--- src/hw/pbs_pkg.sv ---
/*
  Shared constants for the port-B bus sizing logic: size modes, unit counts,
  almost-flag depth table and reset values.
  Assumes a single 100 MHz core clock with a synchronous active-high reset.
*/
package pbs_pkg;

  ////////////////////////////////////////////////////////////////////////////
  // Widths
  localparam int LONG_W  = 36;
  localparam int BYTE_W  = 9;
  localparam int WORD_W  = 18;
  localparam int CNT_W   = 2;
  localparam int THR_W   = 5;

  ////////////////////////////////////////////////////////////////////////////
  // Size modes, encoded as {size_hi, size_lo}
  typedef enum logic [1:0] {
    PBS_LONG = 2'h0,
    PBS_WORD = 2'h1,
    PBS_BYTE = 2'h2,
    PBS_MBOX = 2'h3
  } pbs_mode_t;

  // Port transfers per long word
  localparam logic [CNT_W:0] UNITS_LONG = 3'h1;
  localparam logic [CNT_W:0] UNITS_WORD = 3'h2;
  localparam logic [CNT_W:0] UNITS_BYTE = 3'h4;

  // Lane positions
  localparam int TOP_BYTE_LSB = 27;
  localparam int TOP_WORD_LSB = 18;

  ////////////////////////////////////////////////////////////////////////////
  // Almost-flag depths in long words, picked by a 2-bit select at reset
  localparam logic [THR_W-1:0] DEPTH_0 = 5'h04;
  localparam logic [THR_W-1:0] DEPTH_1 = 5'h08;
  localparam logic [THR_W-1:0] DEPTH_2 = 5'h0c;
  localparam logic [THR_W-1:0] DEPTH_3 = 5'h10;

  // Inbound buffer depth in long words
  localparam int FIFO_DEPTH = 16;

  ////////////////////////////////////////////////////////////////////////////
  // Reset values
  localparam logic [CNT_W-1:0] CNT_RST  = 2'h0;
  localparam logic             SIZE_RST = 1'b0;
  localparam logic             BE_N_RST = 1'b0;

endpackage

--- src/hw/pbs_fifo.sv ---
/*
  Synchronous FIFO with valid/ready on both sides and a level output.
  Assumes one clock; the reader may stall, which fills it and drops in_ready.
*/
`timescale 1ns/1ns
module pbs_fifo #(
  parameter int W = 36,
  parameter int D = 16
) (
  input  wire logic                 clk,
  input  wire logic                 rst,
  input  wire logic                 in_valid,
  output logic                      in_ready,
  input  wire logic [W-1:0]         in_data,
  output logic                      out_valid,
  input  wire logic                 out_ready,
  output logic [W-1:0]              out_data,
  output logic [$clog2(D+1)-1:0]    level
);

  localparam int AW = $clog2(D);

  generate
    if (D < 2 || (D & (D - 1)) != 0) begin : g_bad_depth
      $error("pbs_fifo depth must be a power of two of at least 2");
    end
  endgenerate

  logic [W-1:0]            mem [D];
  logic [AW-1:0]           wr_ptr_reg;
  logic [AW-1:0]           rd_ptr_reg;
  logic [$clog2(D+1)-1:0]  count_reg;
  logic                    push;
  logic                    pop;

  ////////////////////////////////////////////////////////////////////////////
  // Handshakes; full and empty straight from the count
  assign in_ready  = (count_reg != D[$clog2(D+1)-1:0]);
  assign out_valid = (count_reg != '0);
  assign push      = in_valid & in_ready;
  assign pop       = out_valid & out_ready;
  assign out_data  = mem[rd_ptr_reg];
  assign level     = count_reg;

  // Storage, no reset needed on the array
  always_ff @(posedge clk) begin
    if (push) begin
      mem[wr_ptr_reg] <= in_data;
    end
  end

  // Pointers and occupancy
  always_ff @(posedge clk) begin
    if (rst) begin
      wr_ptr_reg <= '0;
      rd_ptr_reg <= '0;
      count_reg  <= '0;
    end else begin
      if (push) begin
        wr_ptr_reg <= wr_ptr_reg + 1'b1;
      end
      if (pop) begin
        rd_ptr_reg <= rd_ptr_reg + 1'b1;
      end
      if (push && !pop) begin
        count_reg <= count_reg + 1'b1;
      end else if (pop && !push) begin
        count_reg <= count_reg - 1'b1;
      end
    end
  end

endmodule

--- src/hw/pbs_port_b.sv ---
/*
  Port-B bus sizing: splits outbound long words into byte/word reads,
  gathers byte/word writes into long words for the inbound buffer, and keeps
  port flags on long-word accounting.
  Assumes the outbound queue shows its head word and long-word count, and
  that all port inputs are synchronous to core_clk.
*/
`timescale 1ns/1ns

////////////////////////////////////////////////////////////////////////////
// How it works
// RL1 - Byte big-endian read: MS byte on top lane first, then the rest descending.
// RL2 - Whole output byte order is fixed when the long word is fetched.
// RL3 - Word little-endian read: low half first on low lanes, then high half.
// RL4 - Write data captured into two alternating register sets of four groups.
// RL5 - Registered size and endian steer lane and group placement.
// RL6 - One, two or four writes per long word; memory written on last.
// RL7 - Byte little-endian write uses lowest lane, LS byte first, fourth commits.
// RL8 - Almost-flag depth chosen from four presets during reset, in long words.
// RL9 - Almost flags compare the programmed depth in long words for any size.
// RL10 - Full flag waits until the final unit is in and memory written.
// RL11 - Empty flag held off while fetched word still has units to shift.
// RL12 - Size inputs registered each edge outside mailbox and applied the next cycle.
// RL13 - Outside mailbox, a size input differing from its register drives counter clear low.
// RL14 - The edge storing a new size clears the transfer counters.
// RL15 - Size change mid word drops unread data or the partial write.
// RL16 - Both size inputs high: mailbox, counters and size registers frozen.
// RL17 - Byte or word sizes drive only endian-selected lanes; others zero.
// RL18 - Read counter spans four byte or two word clocks, idle for long.
// RL19 - Size code 00 long, 01 word, 10 byte; endian low uses upper lanes.
// RL20 - Reset clears counters and size registers for a fresh long word.
module pbs_port_b #(
  parameter int OB_CW = 7
) (
  input  wire logic                       core_clk,
  input  wire logic                       rst,
  input  wire logic [1:0]                 flag_depth_sel,
  input  wire logic                       size_select_lo,
  input  wire logic                       size_select_hi,
  input  wire logic                       big_endian_select_n,
  input  wire logic                       rd_en,
  output logic [pbs_pkg::LONG_W-1:0]      b_dout,
  output logic                            b_dout_valid,
  input  wire logic                       wr_en,
  input  wire logic [pbs_pkg::LONG_W-1:0] b_din,
  input  wire logic [pbs_pkg::LONG_W-1:0] ob_data,
  input  wire logic [OB_CW-1:0]           ob_count,
  output logic                            ob_pop,
  output logic                            ib_valid,
  input  wire logic                       ib_ready,
  output logic [pbs_pkg::LONG_W-1:0]      ib_data,
  output logic                            port_b_empty_flag_n,
  output logic                            port_b_full_flag_n,
  output logic                            port_b_almost_empty_n,
  output logic                            port_b_almost_full_n,
  output logic                            transfer_counter_clear_n
);

  localparam int LW = pbs_pkg::LONG_W;
  localparam int CW = pbs_pkg::CNT_W;
  localparam int FD = pbs_pkg::FIFO_DEPTH;
  localparam int LV = $clog2(FD + 1);

  generate
    if (OB_CW < pbs_pkg::THR_W) begin : g_bad_cw
      $error("pbs_port_b outbound count too narrow for the flag depths");
    end
  endgenerate

  ////////////////////////////////////////////////////////////////////////////
  // Helpers

  // Transfers per long word for a mode
  function automatic logic [CW:0] units_of(input pbs_pkg::pbs_mode_t md);
    case (md)
      pbs_pkg::PBS_BYTE: units_of = pbs_pkg::UNITS_BYTE;
      pbs_pkg::PBS_WORD: units_of = pbs_pkg::UNITS_WORD;
      default:           units_of = pbs_pkg::UNITS_LONG;
    endcase
  endfunction

  // Put unit idx of a long word on its lanes; other lanes read zero
  function automatic logic [LW-1:0] place(input logic [LW-1:0] w,
                                          input logic [CW-1:0] idx,
                                          input pbs_pkg::pbs_mode_t md,
                                          input logic be_n);
    logic [LW-1:0] r;
    logic [LW-1:0] t;
    logic [CW-1:0] u;
    r = '0;
    t = '0;
    u = '0;
    case (md)
      pbs_pkg::PBS_BYTE: begin
        u = be_n ? idx : 2'h3 - idx;
        t = w >> (6'(u) * 6'h09);
        if (be_n) begin
          r[pbs_pkg::BYTE_W-1:0] = t[pbs_pkg::BYTE_W-1:0];
        end else begin
          r[LW-1:pbs_pkg::TOP_BYTE_LSB] = t[pbs_pkg::BYTE_W-1:0];
        end
      end
      pbs_pkg::PBS_WORD: begin
        u = {1'b0, be_n ? idx[0] : ~idx[0]};
        t = w >> (6'(u) * 6'h12);
        if (be_n) begin
          r[pbs_pkg::WORD_W-1:0] = t[pbs_pkg::WORD_W-1:0];
        end else begin
          r[LW-1:pbs_pkg::TOP_WORD_LSB] = t[pbs_pkg::WORD_W-1:0];
        end
      end
      default: r = w;
    endcase
    return r;
  endfunction

  // Drop one incoming unit into its group of the gathering word
  function automatic logic [LW-1:0] gather(input logic [LW-1:0] acc,
                                           input logic [LW-1:0] din,
                                           input logic [CW-1:0] idx,
                                           input pbs_pkg::pbs_mode_t md,
                                           input logic be_n);
    logic [LW-1:0] m;
    logic [LW-1:0] v;
    logic [5:0]    sh;
    m  = '0;
    v  = '0;
    sh = '0;
    case (md)
      pbs_pkg::PBS_BYTE: begin
        sh = 6'(be_n ? idx : 2'h3 - idx) * 6'h09;
        m  = 36'h0001ff << sh;
        v  = 36'(be_n ? din[8:0] : din[35:27]) << sh;
      end
      pbs_pkg::PBS_WORD: begin
        sh = (be_n ? idx[0] : ~idx[0]) ? 6'h12 : 6'h00;
        m  = 36'h03ffff << sh;
        v  = 36'(be_n ? din[17:0] : din[35:18]) << sh;
      end
      default: begin
        m = '1;
        v = din;
      end
    endcase
    return (acc & ~m) | v;
  endfunction

  ////////////////////////////////////////////////////////////////////////////
  // Size control

  logic               size_reg_lo;
  logic               size_reg_hi;
  logic               be_n_reg;
  logic               size_compare_lo;
  logic               size_compare_hi;
  logic               mbox_in;
  logic               clr_n;
  pbs_pkg::pbs_mode_t mode_cur;
  logic [CW:0]        n_units;

  // Mailbox code is never taken for a size change
  assign size_compare_lo = size_select_lo ~^ size_reg_lo;              // [RL13]
  assign size_compare_hi = size_select_hi ~^ size_reg_hi;              // [RL13]
  assign mbox_in         = size_select_lo & size_select_hi;            // [RL16]
  assign clr_n           = mbox_in | (size_compare_lo & size_compare_hi); // [RL13]
  assign mode_cur        = pbs_pkg::pbs_mode_t'({size_reg_hi, size_reg_lo}); // [RL19]
  assign n_units         = units_of(mode_cur);

  // Size registers; frozen while mailbox is selected
  always_ff @(posedge core_clk) begin
    if (rst) begin
      size_reg_lo <= pbs_pkg::SIZE_RST;                                // [RL20]
      size_reg_hi <= pbs_pkg::SIZE_RST;
      be_n_reg    <= pbs_pkg::BE_N_RST;
    end else if (!mbox_in) begin
      size_reg_lo <= size_select_lo;                                   // [RL12]
      size_reg_hi <= size_select_hi;                                   // [RL12]
      be_n_reg    <= big_endian_select_n;                              // [RL5]
    end
  end

  // Clear pulse shown on a port, registered
  always_ff @(posedge core_clk) begin
    if (rst) begin
      transfer_counter_clear_n <= 1'b1;
    end else begin
      transfer_counter_clear_n <= clr_n;
    end
  end

  ////////////////////////////////////////////////////////////////////////////
  // Almost-flag depth, sampled while reset is held

  logic [pbs_pkg::THR_W-1:0] thr_reg;

  always_ff @(posedge core_clk) begin
    if (rst) begin
      case (flag_depth_sel)                                            // [RL8]
        2'h0:    thr_reg <= pbs_pkg::DEPTH_0;
        2'h1:    thr_reg <= pbs_pkg::DEPTH_1;
        2'h2:    thr_reg <= pbs_pkg::DEPTH_2;
        default: thr_reg <= pbs_pkg::DEPTH_3;
      endcase
    end
  end

  ////////////////////////////////////////////////////////////////////////////
  // Read path

  logic [CW-1:0]    rd_cnt_reg;
  logic [CW-1:0]    rd_cnt_next;
  logic [LW-1:0]    rd_word_reg;
  logic             rd_be_n_reg;
  logic             rd_take;
  logic             rd_last;
  logic [OB_CW-1:0] ob_after;

  // A fetch needs a word waiting; a shift needs only the pipeline
  assign rd_take = rd_en & port_b_empty_flag_n & clr_n & ~mbox_in
                 & ((rd_cnt_reg != '0) | (ob_count != '0));
  assign ob_pop  = rd_take & (rd_cnt_reg == '0);                       // [RL18]
  assign rd_last = ({1'b0, rd_cnt_reg} == n_units - 1'b1);
  assign ob_after = ob_count - OB_CW'(ob_pop);

  // Counter: clear wins, long mode never leaves zero
  always_comb begin
    rd_cnt_next = rd_cnt_reg;
    if (!clr_n) begin
      rd_cnt_next = pbs_pkg::CNT_RST;                                  // [RL14] [RL15]
    end else if (rd_take) begin
      rd_cnt_next = rd_last ? pbs_pkg::CNT_RST : rd_cnt_reg + 1'b1;    // [RL18]
    end
  end

  always_ff @(posedge core_clk) begin
    if (rst) begin
      rd_cnt_reg <= pbs_pkg::CNT_RST;                                  // [RL20]
    end else begin
      rd_cnt_reg <= rd_cnt_next;
    end
  end

  // Word and its endian held for the whole long word
  always_ff @(posedge core_clk) begin
    if (rst) begin
      rd_word_reg <= '0;
      rd_be_n_reg <= pbs_pkg::BE_N_RST;
    end else if (ob_pop) begin
      rd_word_reg <= ob_data;                                          // [RL2]
      rd_be_n_reg <= be_n_reg;                                         // [RL2]
    end
  end

  // Output lanes; first unit comes from the fetch, rest from the held word
  always_ff @(posedge core_clk) begin
    if (rst) begin
      b_dout       <= '0;
      b_dout_valid <= 1'b0;
    end else begin
      b_dout_valid <= rd_take;
      if (ob_pop) begin
        b_dout <= place(ob_data, rd_cnt_reg, mode_cur, be_n_reg);      // [RL1] [RL3] [RL17]
      end else if (rd_take) begin
        b_dout <= place(rd_word_reg, rd_cnt_reg, mode_cur, rd_be_n_reg); // [RL1] [RL3]
      end
    end
  end

  // Empty held off while units remain; almost empty on long words
  always_ff @(posedge core_clk) begin
    if (rst) begin
      port_b_empty_flag_n   <= 1'b0;
      port_b_almost_empty_n <= 1'b0;
    end else begin
      port_b_empty_flag_n   <= (rd_cnt_next != '0) | (ob_after != '0); // [RL11]
      port_b_almost_empty_n <= (ob_after > OB_CW'(thr_reg));           // [RL9]
    end
  end

  ////////////////////////////////////////////////////////////////////////////
  // Write path

  logic [CW-1:0] wr_cnt_reg;
  logic [LW-1:0] wr_set_reg [2];
  logic          wr_bank_reg;
  logic          wr_take;
  logic          wr_last;
  logic [LW-1:0] wr_word;
  logic          fifo_in_ready;
  logic          ib_push;
  logic [LV-1:0] ib_level;
  logic [LV-1:0] ib_after;

  // Final unit waits for buffer room, so nothing is lost on back-pressure
  assign wr_last = ({1'b0, wr_cnt_reg} == n_units - 1'b1);
  assign wr_take = wr_en & port_b_full_flag_n & clr_n & ~mbox_in
                 & (~wr_last | fifo_in_ready);
  assign wr_word = gather(wr_set_reg[wr_bank_reg], b_din, wr_cnt_reg,
                          mode_cur, be_n_reg);                         // [RL5] [RL7]
  assign ib_push = wr_take & wr_last;                                  // [RL6]

  // Unit counter; a size change drops the partial word
  always_ff @(posedge core_clk) begin
    if (rst) begin
      wr_cnt_reg <= pbs_pkg::CNT_RST;                                  // [RL20]
    end else if (!clr_n) begin
      wr_cnt_reg <= pbs_pkg::CNT_RST;                                  // [RL14] [RL15]
    end else if (wr_take) begin
      wr_cnt_reg <= wr_last ? pbs_pkg::CNT_RST : wr_cnt_reg + 1'b1;    // [RL6]
    end
  end

  // Two input sets, swapped after each committed long word
  always_ff @(posedge core_clk) begin
    if (rst) begin
      wr_set_reg[0] <= '0;
      wr_set_reg[1] <= '0;
      wr_bank_reg   <= 1'b0;
    end else if (wr_take) begin
      wr_set_reg[wr_bank_reg] <= wr_word;                              // [RL4]
      if (wr_last) begin
        wr_bank_reg <= ~wr_bank_reg;                                   // [RL4]
      end
    end
  end

  // Inbound buffer between gathering and the inbound queue
  pbs_fifo #(
    .W (LW),
    .D (FD)
  ) u_inbound_buf (
    .clk       (core_clk),
    .rst       (rst),
    .in_valid  (ib_push),
    .in_ready  (fifo_in_ready),
    .in_data   (wr_word),
    .out_valid (ib_valid),
    .out_ready (ib_ready),
    .out_data  (ib_data),
    .level     (ib_level)
  );

  assign ib_after = ib_level + LV'(ib_push) - LV'(ib_valid & ib_ready);

  // Full only once the last long word is really stored
  always_ff @(posedge core_clk) begin
    if (rst) begin
      port_b_full_flag_n   <= 1'b1;
      port_b_almost_full_n <= 1'b1;
    end else begin
      port_b_full_flag_n   <= (ib_after != LV'(FD));                   // [RL10]
      port_b_almost_full_n <= (LV'(FD) - ib_after) > LV'(thr_reg);     // [RL9]
    end
  end

  ////////////////////////////////////////////////////////////////////////////
  // Checks

  property p_byte_big_first;
    @(posedge core_clk) disable iff (rst)
      (ob_pop && mode_cur == pbs_pkg::PBS_BYTE && !be_n_reg)
      |=> (b_dout[35:27] == $past(ob_data[35:27])) && (b_dout[26:0] == '0);
  endproperty
  a_byte_big_first: assert property (p_byte_big_first) // [RL1]
    else $error("byte big-endian first byte wrong");

  property p_word_little_first;
    @(posedge core_clk) disable iff (rst)
      (ob_pop && mode_cur == pbs_pkg::PBS_WORD && be_n_reg)
      |=> (b_dout[17:0] == $past(ob_data[17:0])) && (b_dout[35:18] == '0);
  endproperty
  a_word_little_first: assert property (p_word_little_first) // [RL3]
    else $error("word little-endian first half wrong");

  property p_no_fetch_busy;
    @(posedge core_clk) disable iff (rst)
      (rd_cnt_reg != '0) |-> !ob_pop;
  endproperty
  a_no_fetch_busy: assert property (p_no_fetch_busy) // [RL18]
    else $error("memory read while pipeline busy");

  property p_push_last;
    @(posedge core_clk) disable iff (rst)
      ib_push |-> ({1'b0, wr_cnt_reg} == n_units - 1'b1) && clr_n;
  endproperty
  a_push_last: assert property (p_push_last) // [RL6]
    else $error("long word written before last unit");

  property p_change_clears;
    @(posedge core_clk) disable iff (rst)
      (!mbox_in && (size_select_lo != size_reg_lo))
      |=> (rd_cnt_reg == '0) && (wr_cnt_reg == '0) && !$past(ib_push);
  endproperty
  a_change_clears: assert property (p_change_clears) // [RL14]
    else $error("size change did not clear counters");

  property p_mbox_freeze;
    @(posedge core_clk) disable iff (rst)
      mbox_in |=> $stable(size_reg_lo) && $stable(size_reg_hi)
                  && $stable(rd_cnt_reg) && $stable(wr_cnt_reg);
  endproperty
  a_mbox_freeze: assert property (p_mbox_freeze) // [RL16]
    else $error("mailbox disturbed size state");

  property p_empty_held;
    @(posedge core_clk) disable iff (rst)
      (rd_cnt_reg != '0) |-> port_b_empty_flag_n;
  endproperty
  a_empty_held: assert property (p_empty_held) // [RL11]
    else $error("empty asserted with units pending");

  property p_size_latency;
    @(posedge core_clk) disable iff (rst)
      !mbox_in |=> (size_reg_lo == $past(size_select_lo))
                   && (size_reg_hi == $past(size_select_hi));
  endproperty
  a_size_latency: assert property (p_size_latency) // [RL12]
    else $error("size not registered on the edge");

endmodule

--- config.mk ---
export PLATFORM = sky130hd
export DESIGN_NAME = pbs_port_b
export DESIGN_NICKNAME = d
export VERILOG_FILES = /design/src/hw/pbs_pkg.sv /design/src/hw/pbs_fifo.sv /design/src/hw/pbs_port_b.sv
export SDC_FILE = /design/constraint.sdc
export NUM_CORES = 1
export LEC_CHECK = 0
export ABC_AREA = 1
export BUFFER_PORTS_ARGS = -buffer_cell sky130_fd_sc_hd__buf_4
export CAP_MARGIN = 30
export CORE_ASPECT_RATIO = 1.75
export CORE_MARGIN = 2
export CORE_UTILIZATION = 23
export CTS_CLUSTER_SIZE = 20
export DETAILED_ROUTE_END_ITERATION = 10
export PLACE_DENSITY = 0.43
export SLEW_MARGIN = 30
export SYNTH_ARGS = -nofsm -noshare
export SYNTH_HDL_FRONTEND = slang
export SYNTH_HIERARCHICAL = 1
export SYNTH_SLANG_ARGS = --single-unit
export TNS_END_PERCENT = 50
--- constraint.sdc ---
create_clock -name core_clk -period 5.1 [get_ports core_clk]
set_input_delay 0.51 -clock core_clk [delete_from_list [all_inputs] [get_ports core_clk]]
set_output_delay 0.51 -clock core_clk [all_outputs]
set_load 0.02 [all_outputs]
# == Yosys cells after proc, flatten, opt, wreduce, memory -nomap -nowiden ==
# Memories as Yosys holds them, arrays and structs flattened. A register that Yosys moved wholly into a read port is not among the register bits.
# Index checks and enable logic that the tools add are counted.
# totals
reg_bits,105
ram_bits,648
in_bits,89
out_inout_bits,80
elab_cells,152
mem_count,2
# classes
addsub,13
multipliers,5
magnitude_cmp,2
eq_ne,8
n_shift,8
n_mux,49
n_bitwise,30
reduce_logical,16
# mem_list
name,words,width,read_ports,rd_clocked_by_memory_dff,write_ports,line,rtl
u_inbound_buf.mem,16,36,1,1,1,pbs_fifo.sv:29,logic [W-1:0] mem [D];
wr_set_reg,2,36,1,1,2,pbs_port_b.sv:284,logic [LW-1:0] wr_set_reg [2];
# op_table
cell,n
36-bit case mux with 2 select lines,2
36-bit two-way mux,3
18-bit two-way mux,5
18-bit case mux with 2 select lines,2
9-bit case mux with 2 select lines,4
36-bit by 6-bit right shift with 18-bit output,2
36-bit by 6-bit right shift with 9-bit output,2
9-bit two-way mux,5
36-bit AND,1
36-bit NOT,1
36-bit bitwise OR,1
36-bit OR reduction,1
18-bit by 5-bit left shift with 36-bit output,1
18-bit by 5-bit left shift with 36-bit output (first input constant),1
9-bit by 6-bit left shift with 36-bit output,1
9-bit by 6-bit left shift with 36-bit output (first input constant),1
1-bit AND,15
5-bit two-way mux,3
5-bit case mux with 3 select lines,1
1-bit two-way mux,14
7-bit nonzero test,2
2-bit by 4-bit multiplier with 6-bit output (second input constant),2
2-bit two-way mux,6
1-bit by 4-bit multiplier with 5-bit output (second input constant),2
31 further kinds,53

# == Longest topological paths before layout ==
# Gate-level depths: netlist of run 1.
# logic_depth
depth_word,13
depth_mapped,24
mapped_depth_nobuf,23

# == By module ==
# The synthesis of run 1 kept the hierarchy.
# by_module_without_submodules
mod,n_inst,cells_per_inst,area_per_inst_um2,seq_area_each_um2
pbs_fifo,1,2455,25508.2,17636.9
pbs_port_b,1,1798,11332.1,4013.8

# == Worst setup path before layout of run 1 ==
# OpenSTA, ideal clock, no wires.
# synth_timing
path_type,register to register
start,register size_reg_lo
end,"memory u_inbound_buf.mem[0][0], enable pin"
setup_ns,0.429
arrival_ns,3.542
required_ns,4.671
path_slack_ns,1.129
path_stages_with_launch,17
path_buffers,1
period_less_slack_ns,3.971
cell_sequence,dfxtp_1 > inv_1 > ha_1 > buf_2 > inv_2 > nand2_1 > nand2_1 > nor3_1 > nand2_1 > nand4_1 > nor2_1 > nand2_1 > inv_1 > nand2_1 > inv_1 > nand2_1 > nor2_1
# synth_via
elab_chain_cells,11
elab_cells_between_ends,17
classes_between,add/sub: 1; eq/ne: 3; mux: 3; bitwise: 10
# synth_rtl
item,line,rtl
start: declaration,pbs_port_b.sv:151,logic size_reg_lo;
start signal: assignment,pbs_port_b.sv:172,size_reg_lo <= pbs_pkg::SIZE_RST;
start signal: assignment,pbs_port_b.sv:176,size_reg_lo <= size_select_lo;
2-bit by 1-bit == test with 1-bit output / 2-bit == test (equally long branches),pbs_port_b.sv:75,case (md)
3-bit case mux with 2 select lines,pbs_port_b.sv:75,
3-bit by 1-bit subtractor with 3-bit output,pbs_port_b.sv:295,"assign wr_last = ({1'b0, wr_cnt_reg} == n_units - 1'b1);"
2-bit by 3-bit == test with 1-bit output,pbs_port_b.sv:295,
1-bit NOT,pbs_port_b.sv:297,& (~wr_last | fifo_in_ready);
1-bit bitwise OR,pbs_port_b.sv:297,
1-bit AND,pbs_port_b.sv:297,
1-bit AND *,pbs_port_b.sv:300,assign ib_push = wr_take & wr_last;
named net ib_push,pbs_port_b.sv:290,logic ib_push;
1-bit AND *,pbs_fifo.sv:40,assign push = in_valid & in_ready;
named net u_inbound_buf.push,pbs_fifo.sv:33,logic push;
1-bit two-way mux *,pbs_fifo.sv:47,if (push) begin
1-bit two-way mux (implied by the code) *,pbs_fifo.sv:48,mem[wr_ptr_reg] <= in_data;
end: declaration,pbs_fifo.sv:29,
# Mark *: on every way through the listed nets, which the timed path passes. The rest lies on a longest branch.

# == Worst setup path in the final report of run 1 ==
# layout_timing
start,register size_reg_lo
end,register port_b_almost_full_n
# layout_via
elab_chain_cells,12
elab_cells_between_ends,18
classes_between,add/sub: 4; order compare: 1; eq/ne: 3; mux: 1; bitwise: 9
# layout_rtl
item,line,rtl
2-bit by 1-bit == test with 1-bit output / 2-bit == test (equally long branches),pbs_port_b.sv:75,
3-bit case mux with 2 select lines,pbs_port_b.sv:75,
3-bit by 1-bit subtractor with 3-bit output,pbs_port_b.sv:295,
2-bit by 3-bit == test with 1-bit output,pbs_port_b.sv:295,
1-bit NOT,pbs_port_b.sv:297,
1-bit bitwise OR,pbs_port_b.sv:297,
1-bit AND,pbs_port_b.sv:297,
1-bit AND *,pbs_port_b.sv:300,
named net ib_push,pbs_port_b.sv:290,
5-bit by 1-bit adder with 5-bit output *,pbs_port_b.sv:343,assign ib_after = ib_level + LV'(ib_push) - LV'(ib_valid & ib_ready);
5-bit by 1-bit subtractor with 5-bit output *,pbs_port_b.sv:343,
5-bit subtractor *,pbs_port_b.sv:352,port_b_almost_full_n <= (LV'(FD) - ib_after) > LV'(thr_reg);
5-bit greater-than comparator *,pbs_port_b.sv:352,
end signal: assignment,pbs_port_b.sv:352,
end: declaration,pbs_port_b.sv:55,"output logic port_b_almost_full_n,"
# Marked as above.
# A chain may end at the register's enable or synchronous reset.

==> results of run 1 <==
[layer usage]
metal  vias to the layer above  wire length, µm  GRT usage
met1                     13400            48100      0.164
met2                       686            64000      0.274
li1                      13800                -          -
met4                        24             5180     0.0659
met3                       237             5900     0.0285
met5                         -              160          0
[cell usage after synthesis, types with 6 or more instances]
| cell | count | area share |
|---|---|---|
| nand2_1 | 1396 | 0.14 |
| inv_1 | 660 | 0.067 |
| edfxtp_1 | 651 | 0.53 |
| nand3_1 | 562 | 0.076 |
| nor2_1 | 256 | 0.026 |
| o21ai_0 | 144 | 0.020 |
| dfxtp_1 | 105 | 0.057 |
| a21oi_1 | 90 | 0.012 |
| buf_2 | 83 | 0.011 |
| clkbuf_1 | 57 | 0.0058 |
| buf_1 | 35 | 0.0036 |
| buf_4 | 30 | 0.0061 |
| ha_1 | 28 | 0.0095 |
| a211oi_1 | 18 | 0.0037 |
| nand4_1 | 14 | 0.0024 |
| nor2_2 | 14 | 0.0024 |
| xor2_1 | 11 | 0.0026 |
| o21ai_1 | 9 | 0.0012 |
| inv_2 | 8 | 0.00082 |
| nor3_2 | 8 | 0.0022 |
| or2_2 | 8 | 0.0014 |
| xnor2_1 | 8 | 0.0019 |
| a21oi_2 | 6 | 0.0014 |
[kinds of logic (layout without fill, tap and decap cells)]
group,Yosys count,after routing,share of synthesized area
XOR/XNOR,21,21,0.00571
buffers and inverters,885,1044,0.0969
adder cells (fa/ha/maj),30,30,0.0106
AO/OA/AOI/OAI,278,278,0.0404
other,0,7,0
flip-flops,756,756,0.588
AND/OR/NAND/NOR,2283,2283,0.259
[how the worst max path moves through the flow]
stage                startpoint                      end  slack, ns  cells past startpoint
floorplan           size_reg_lo  u_inbound_buf/mem[0][0]       1.13                     16
detailed placement  size_reg_lo     port_b_almost_full_n       0.99                     21
finish              size_reg_lo     port_b_almost_full_n       0.97                     21
CTS                 size_reg_lo     port_b_almost_full_n       0.95                     21
global route        size_reg_lo     port_b_almost_full_n       0.60                     21
global placement    size_reg_lo     port_b_almost_full_n       0.94                     21
[timing repair]
item,in CTS,in global routing
endpoints found under the hold margin,2,0
hold buffers,2,0
setup buffers,0,0
[power by group]
| part | internal, mW | switching [mW] | total (mW) | leakage (nW) |
|---|---|---|---|---|
| logic | 1.36 | 3.12 | 4.48 | 10.3 |
| clock network | 3.09 | 2.57 | 5.66 | 1.17 |
| registers | 6.98 | 0.164 | 7.15 | 6.84 |
[worst max-delay path: stages, from the launching register on]
cell and delay, ns:
dfxtp_1 0.34, inv_1 0.12, ha_4 0.40, xor2_1 0.19, nor3_1 0.10, nand2_1 0.07, nand4_1 0.09, nor2_1 0.24
nand2_1 0.12, inv_1 0.17, ha_1 0.20, inv_1 0.06, fa_1 0.50, inv_1 0.04, nor2_1 0.19, nand2_1 0.12
nor2_1 0.14, ha_1 0.25, ha_1 0.29, a21oi_1 0.14, o21a_1 0.12, o21ai_0 0.07
[final cells by class]
type	count	area share
inverters	676	0.0594
multi-input cells	2612	0.275
clock inverters	36	0.00851
repair buffers	234	0.0442
well taps	2058	0.0600
flip-flops and latches	756	0.505
clock buffers	98	0.0480
diodes	7	0.000408
==> reports/qor.csv, run 1 <==
metric,value,unit
status,finished clean,
gr usage total,0.149,
worst skew pair latency,0.68,ns
final RePlAce weighted congestion,0.929,
syn_nets,4372,
endpoints failing hold,0,
Worst Setup Start Kind,register,
GRT overflow,0,
CP required,5.62,ns
post-detailed-routing wire length,123000,µm
clk buf depth,3,
Via density,4.35,
Core Region,159000,µm²
Final Max Tran Viols,0,
Top-Level Pins,169,
hold wc startpoint,big_endian_select_n,
max FFs per register,576,
R2R Setup Slk,0.97,ns
Pre-antenna DRT Iters,5,
initial DRC count,1858,
sequential share of the synthesized area,0.588,
CP Class,reg2reg,
layout filler cell count,17000,
"Primary FF master, synth",edfxtp_1,
CTS tree,done,
Pleak,18.3,nW
total CTS buffers,76,
multi-input logic area,11800,µm²
worst rel slew slack,0.347,
DRT antenna net count,0,
Synth cell types,43,
post-route cell area,42900,µm²
number of enable flip-flop cells after synthesis,651,
die width,307,µm
final setup margin,0.973,ns
Buffers on Ports,168,
Total Power,17.3,mW
vias,28200,
Reg-to-Reg End,port_b_almost_full_n,
CP max FO,23,
CTS H-tree depth,3,
CTS resizes,0,
area of the die,164000,µm²
Syn Area/Cell,8.66,µm²
Hold EP,be_n_reg,
RSZ-0062 raised after global routing,no,
Layout area overhead,16.5,%
synthesis warning total,6,
starting density of the core,0.231,
Setup crit end kind,register,
area after detailed placement,40500,µm²
fin crit period,4.13,ns
crit path DAT,4.65,ns
type of the most critical hold path,in2reg,
Remaining DRCs,0,
clock sinks,756,
actual slew at the worst max-slew pin,0.978,ns
clk root buf,clkbuf_16,
row count,194,
hold slack final,0.103,ns
largest net degree at the start of global routing,141,
flop and latch count out of synthesis,756,
asr flop ratio synth,0,
Routed WL per cell,19.1,µm
reg2reg start,size_reg_lo,
clock transition at the registers of the reported paths,0.06,ns
final core occ,0.269,
Hold Path Depth,3,
synthesized area,36800,µm²
fin cells,6477,
Post-Place Cells,6334,
Nets,4475,
Post-DP HPWL,77900,µm
crit share post-route,0.809,
Power Density,403,nW/µm²
Setup Skew,0.0310,ns
highest-count cells in the layout ignoring fill and taps,"nand2_1 (1394), inv_1 (660), edfxtp_1 (651)",
register area,21700,µm²
first-pass GRT wire length,182000,µm
vias in the first global route,27900,
Max-cap violations,0,
die height,533,µm
Post-Syn Instances,4253,
FMAX,242,MHz
"commonest non-fill, non-tap cell in the layout",nand2_1,
setup TNS,0,ns
R2R cell count,21,
peak supply drop,0.272,mV
layout cells sized above 1,0.0968,
initial antenna violation count,17,
Place WS,0.991,ns
# setup viols final,0,
(Power assumes the default switching activity.)
==> run 2, diff against run 1 <==
--- a/config.mk
+++ b/config.mk
@@ -13,7 +13,7 @@
 export CORE_UTILIZATION = 23
 export CTS_CLUSTER_SIZE = 20
 export DETAILED_ROUTE_END_ITERATION = 10
-export PLACE_DENSITY = 0.43
+export PLACE_DENSITY = 0.44
 export SLEW_MARGIN = 30
 export SYNTH_ARGS = -nofsm -noshare
 export SYNTH_HDL_FRONTEND = slang
==> constraint.sdc (replaced) <==
create_clock -name core_clk -period 3.42 [get_ports core_clk]
set_input_delay 0.342 -clock core_clk [delete_from_list [all_inputs] [get_ports core_clk]]
set_output_delay 0.342 -clock core_clk [all_outputs]
set_load 0.02 [all_outputs]
==> reports/qor.csv, run 2 (synthesis gave the netlist of run 1 again) <==
metric,value,unit,change
status,finished clean,,unchanged
clock sinks,756,,unchanged
DRT antenna net count,0,,unchanged
Layout area overhead,20.9,%,was 16.5%
Pre-antenna DRT Iters,5,,unchanged
gr usage total,0.148,,was 0.149
fin crit period,3.29,ns,was 4.13 ns
RSZ-0062 raised after global routing,yes,,was no
total CTS buffers,77,,was 76
crit path DAT,3.82,ns,was 4.65 ns
worst skew pair latency,0.67,ns,was 0.68 ns
CP Class,reg2reg,,unchanged
Remaining DRCs,0,,unchanged
area of the die,164000,µm²,unchanged
worst rel slew slack,0.361,,was 0.347
Buffers on Ports,168,,unchanged
final RePlAce weighted congestion,0.923,,was 0.929
clock transition at the registers of the reported paths,0.07,ns,was 0.06 ns
Power Density,604,nW/µm²,was 403 nW/µm²
Clock Power Share,0.334,,was 0.327
row count,194,,unchanged
FMAX,304,MHz,was 242 MHz
peak supply drop,0.363,mV,was 0.272 mV
switching fraction of total power,0.332,,was 0.339
vias in the first global route,28600,,was 27900
die width,307,µm,unchanged
Via density,4.32,,was 4.35
internal power,18.0,mW,was 11.4 mW
Core Region,159000,µm²,unchanged
Worst Setup Start Kind,register,,unchanged
actual slew at the worst max-slew pin,0.955,ns,was 0.978 ns
clk root buf,clkbuf_16,,unchanged
Setup Skew,0.0219,ns,was 0.0310 ns
GRT overflow,0,,unchanged
max FFs per register,576,,unchanged
Logic pwr share,0.273,,was 0.259
Nets,4614,,was 4475
post-detailed-routing wire length,122000,µm,was 123000 µm
Final Max Tran Viols,0,,unchanged
vias,28600,,was 28200
net switching power of the design,8.92,mW,was 5.86 mW
endpoints failing hold,0,,unchanged
final core occ,0.279,,was 0.269
Routed WL per cell,18.5,µm,was 19.1 µm
Flop pwr share,0.393,,was 0.413
"commonest non-fill, non-tap cell in the layout",nand2_1,,unchanged
first-pass GRT wire length,182000,µm,about the same
starting density of the core,0.231,,unchanged
layout cells sized above 1,0.119,,was 0.0968
# setup viols final,0,,unchanged
CTS H-tree depth,3,,unchanged
initial antenna violation count,15,,was 17
clk buf depth,3,,unchanged
CP required,3.95,ns,was 5.62 ns
initial DRC count,1793,,was 1858
largest net degree at the start of global routing,115,,was 141
Pleak,19.1,nW,was 18.3 nW
Total Power,26.9,mW,was 17.3 mW
Post-DP HPWL,79500,µm,was 77900 µm
hold slack final,0.0702,ns,was 0.103 ns
Top-Level Pins,169,,unchanged
type of the most critical hold path,in2reg,,unchanged
Max-cap violations,0,,unchanged
Setup crit end kind,register,,unchanged
CP max FO,4,,was 23
highest-count cells in the layout ignoring fill and taps,"nand2_1 (1395), inv_1 (656), edfxtp_1 (651)",,"was nand2_1 (1394), inv_1 (660), edfxtp_1 (651)"
crit share post-route,0.961,,was 0.809
die height,533,µm,unchanged
CTS tree,done,,unchanged
setup TNS,0,ns,unchanged
## run 2: area by class of cell
type                    count  area (µm²)
diodes                      6        15.0
clock buffers              89        1990
clock inverters            50         634
fillers                 16700      115000
inverters                 676        2550
multi-input cells        2612       11800
flip-flops and latches    756       21700
well taps                2058        2570
repair buffers            372        3300
## run 2: repair_timing
| action | CTS | global route |
|---|---|---|
| setup endpoints to repair | 1 | 35 |
| buffers inserted | 0 | 6 |
| hold endpoints to repair | 45 | 0 |
| hold buffers | 45 | 0 |
| pin swaps | 4 | 13 |
| gates resized for setup | 6 | 14 |
## run 2: through the flow
stage	std cells	worst slack (ns)	area, µm²
floorplan	4253	-0.551	36800
global placement	6423	-0.217	41400
detailed placement	6423	-0.157	41400
CTS	6607	0.00234	44500
global route	6615	-0.0686	44500
finish	6619	0.134	44600
## run 2: metal layers
metal	up-vias	GRT usage	part of all wire
met5	-	0	0.0012
met4	20	0.0712	0.048
met3	257	0.0253	0.045
met2	698	0.275	0.52
met1	13500	0.161	0.39
li1	14100	-	-
## run 2: worst paths after layout
kind | startpoint | endpoint | slack [ns] | cells after the start
hold / removal | flag_depth_sel[1] | thr_reg[3] | 0.07 | 3
hold reg to reg | rd_word_reg[29] | rd_word_reg[29] | 0.47 | 2
setup / recovery | size_reg_lo | port_b_almost_full_n | 0.13 | 21
setup reg to reg | size_reg_lo | port_b_almost_full_n | 0.13 | 21
## run 2: power by group through the flow
stage / Combinational [mW] / Sequential [mW] / Clock (mW)
2_1_floorplan: 4.48 / 10.7 / 0
3_3_place_gp: 7.29 / 10.8 / 0
3_5_place_dp: 7.30 / 10.8 / 0
4_1_cts: 7.46 / 10.6 / 9.30
5_1_grt: 8.19 / 10.6 / 9.56
6_report: 7.34 / 10.6 / 8.98
## run 2: critical path: stages (launching register included)
cell     delay [ns]
dfxtp_2        0.33
inv_2          0.05
ha_4           0.28
inv_2          0.04
nand2_1        0.05
nand2_1        0.06
nor3_2         0.21
buf_4          0.15
nand2_2        0.06
inv_2          0.07
ha_4           0.13
inv_2          0.03
fa_1           0.49
inv_1          0.05
nor2_2         0.13
nand2_1        0.08
nor2_1         0.10
ha_1           0.26
ha_4           0.25
a21oi_2        0.14
o21a_1         0.14
o21ai_1        0.05
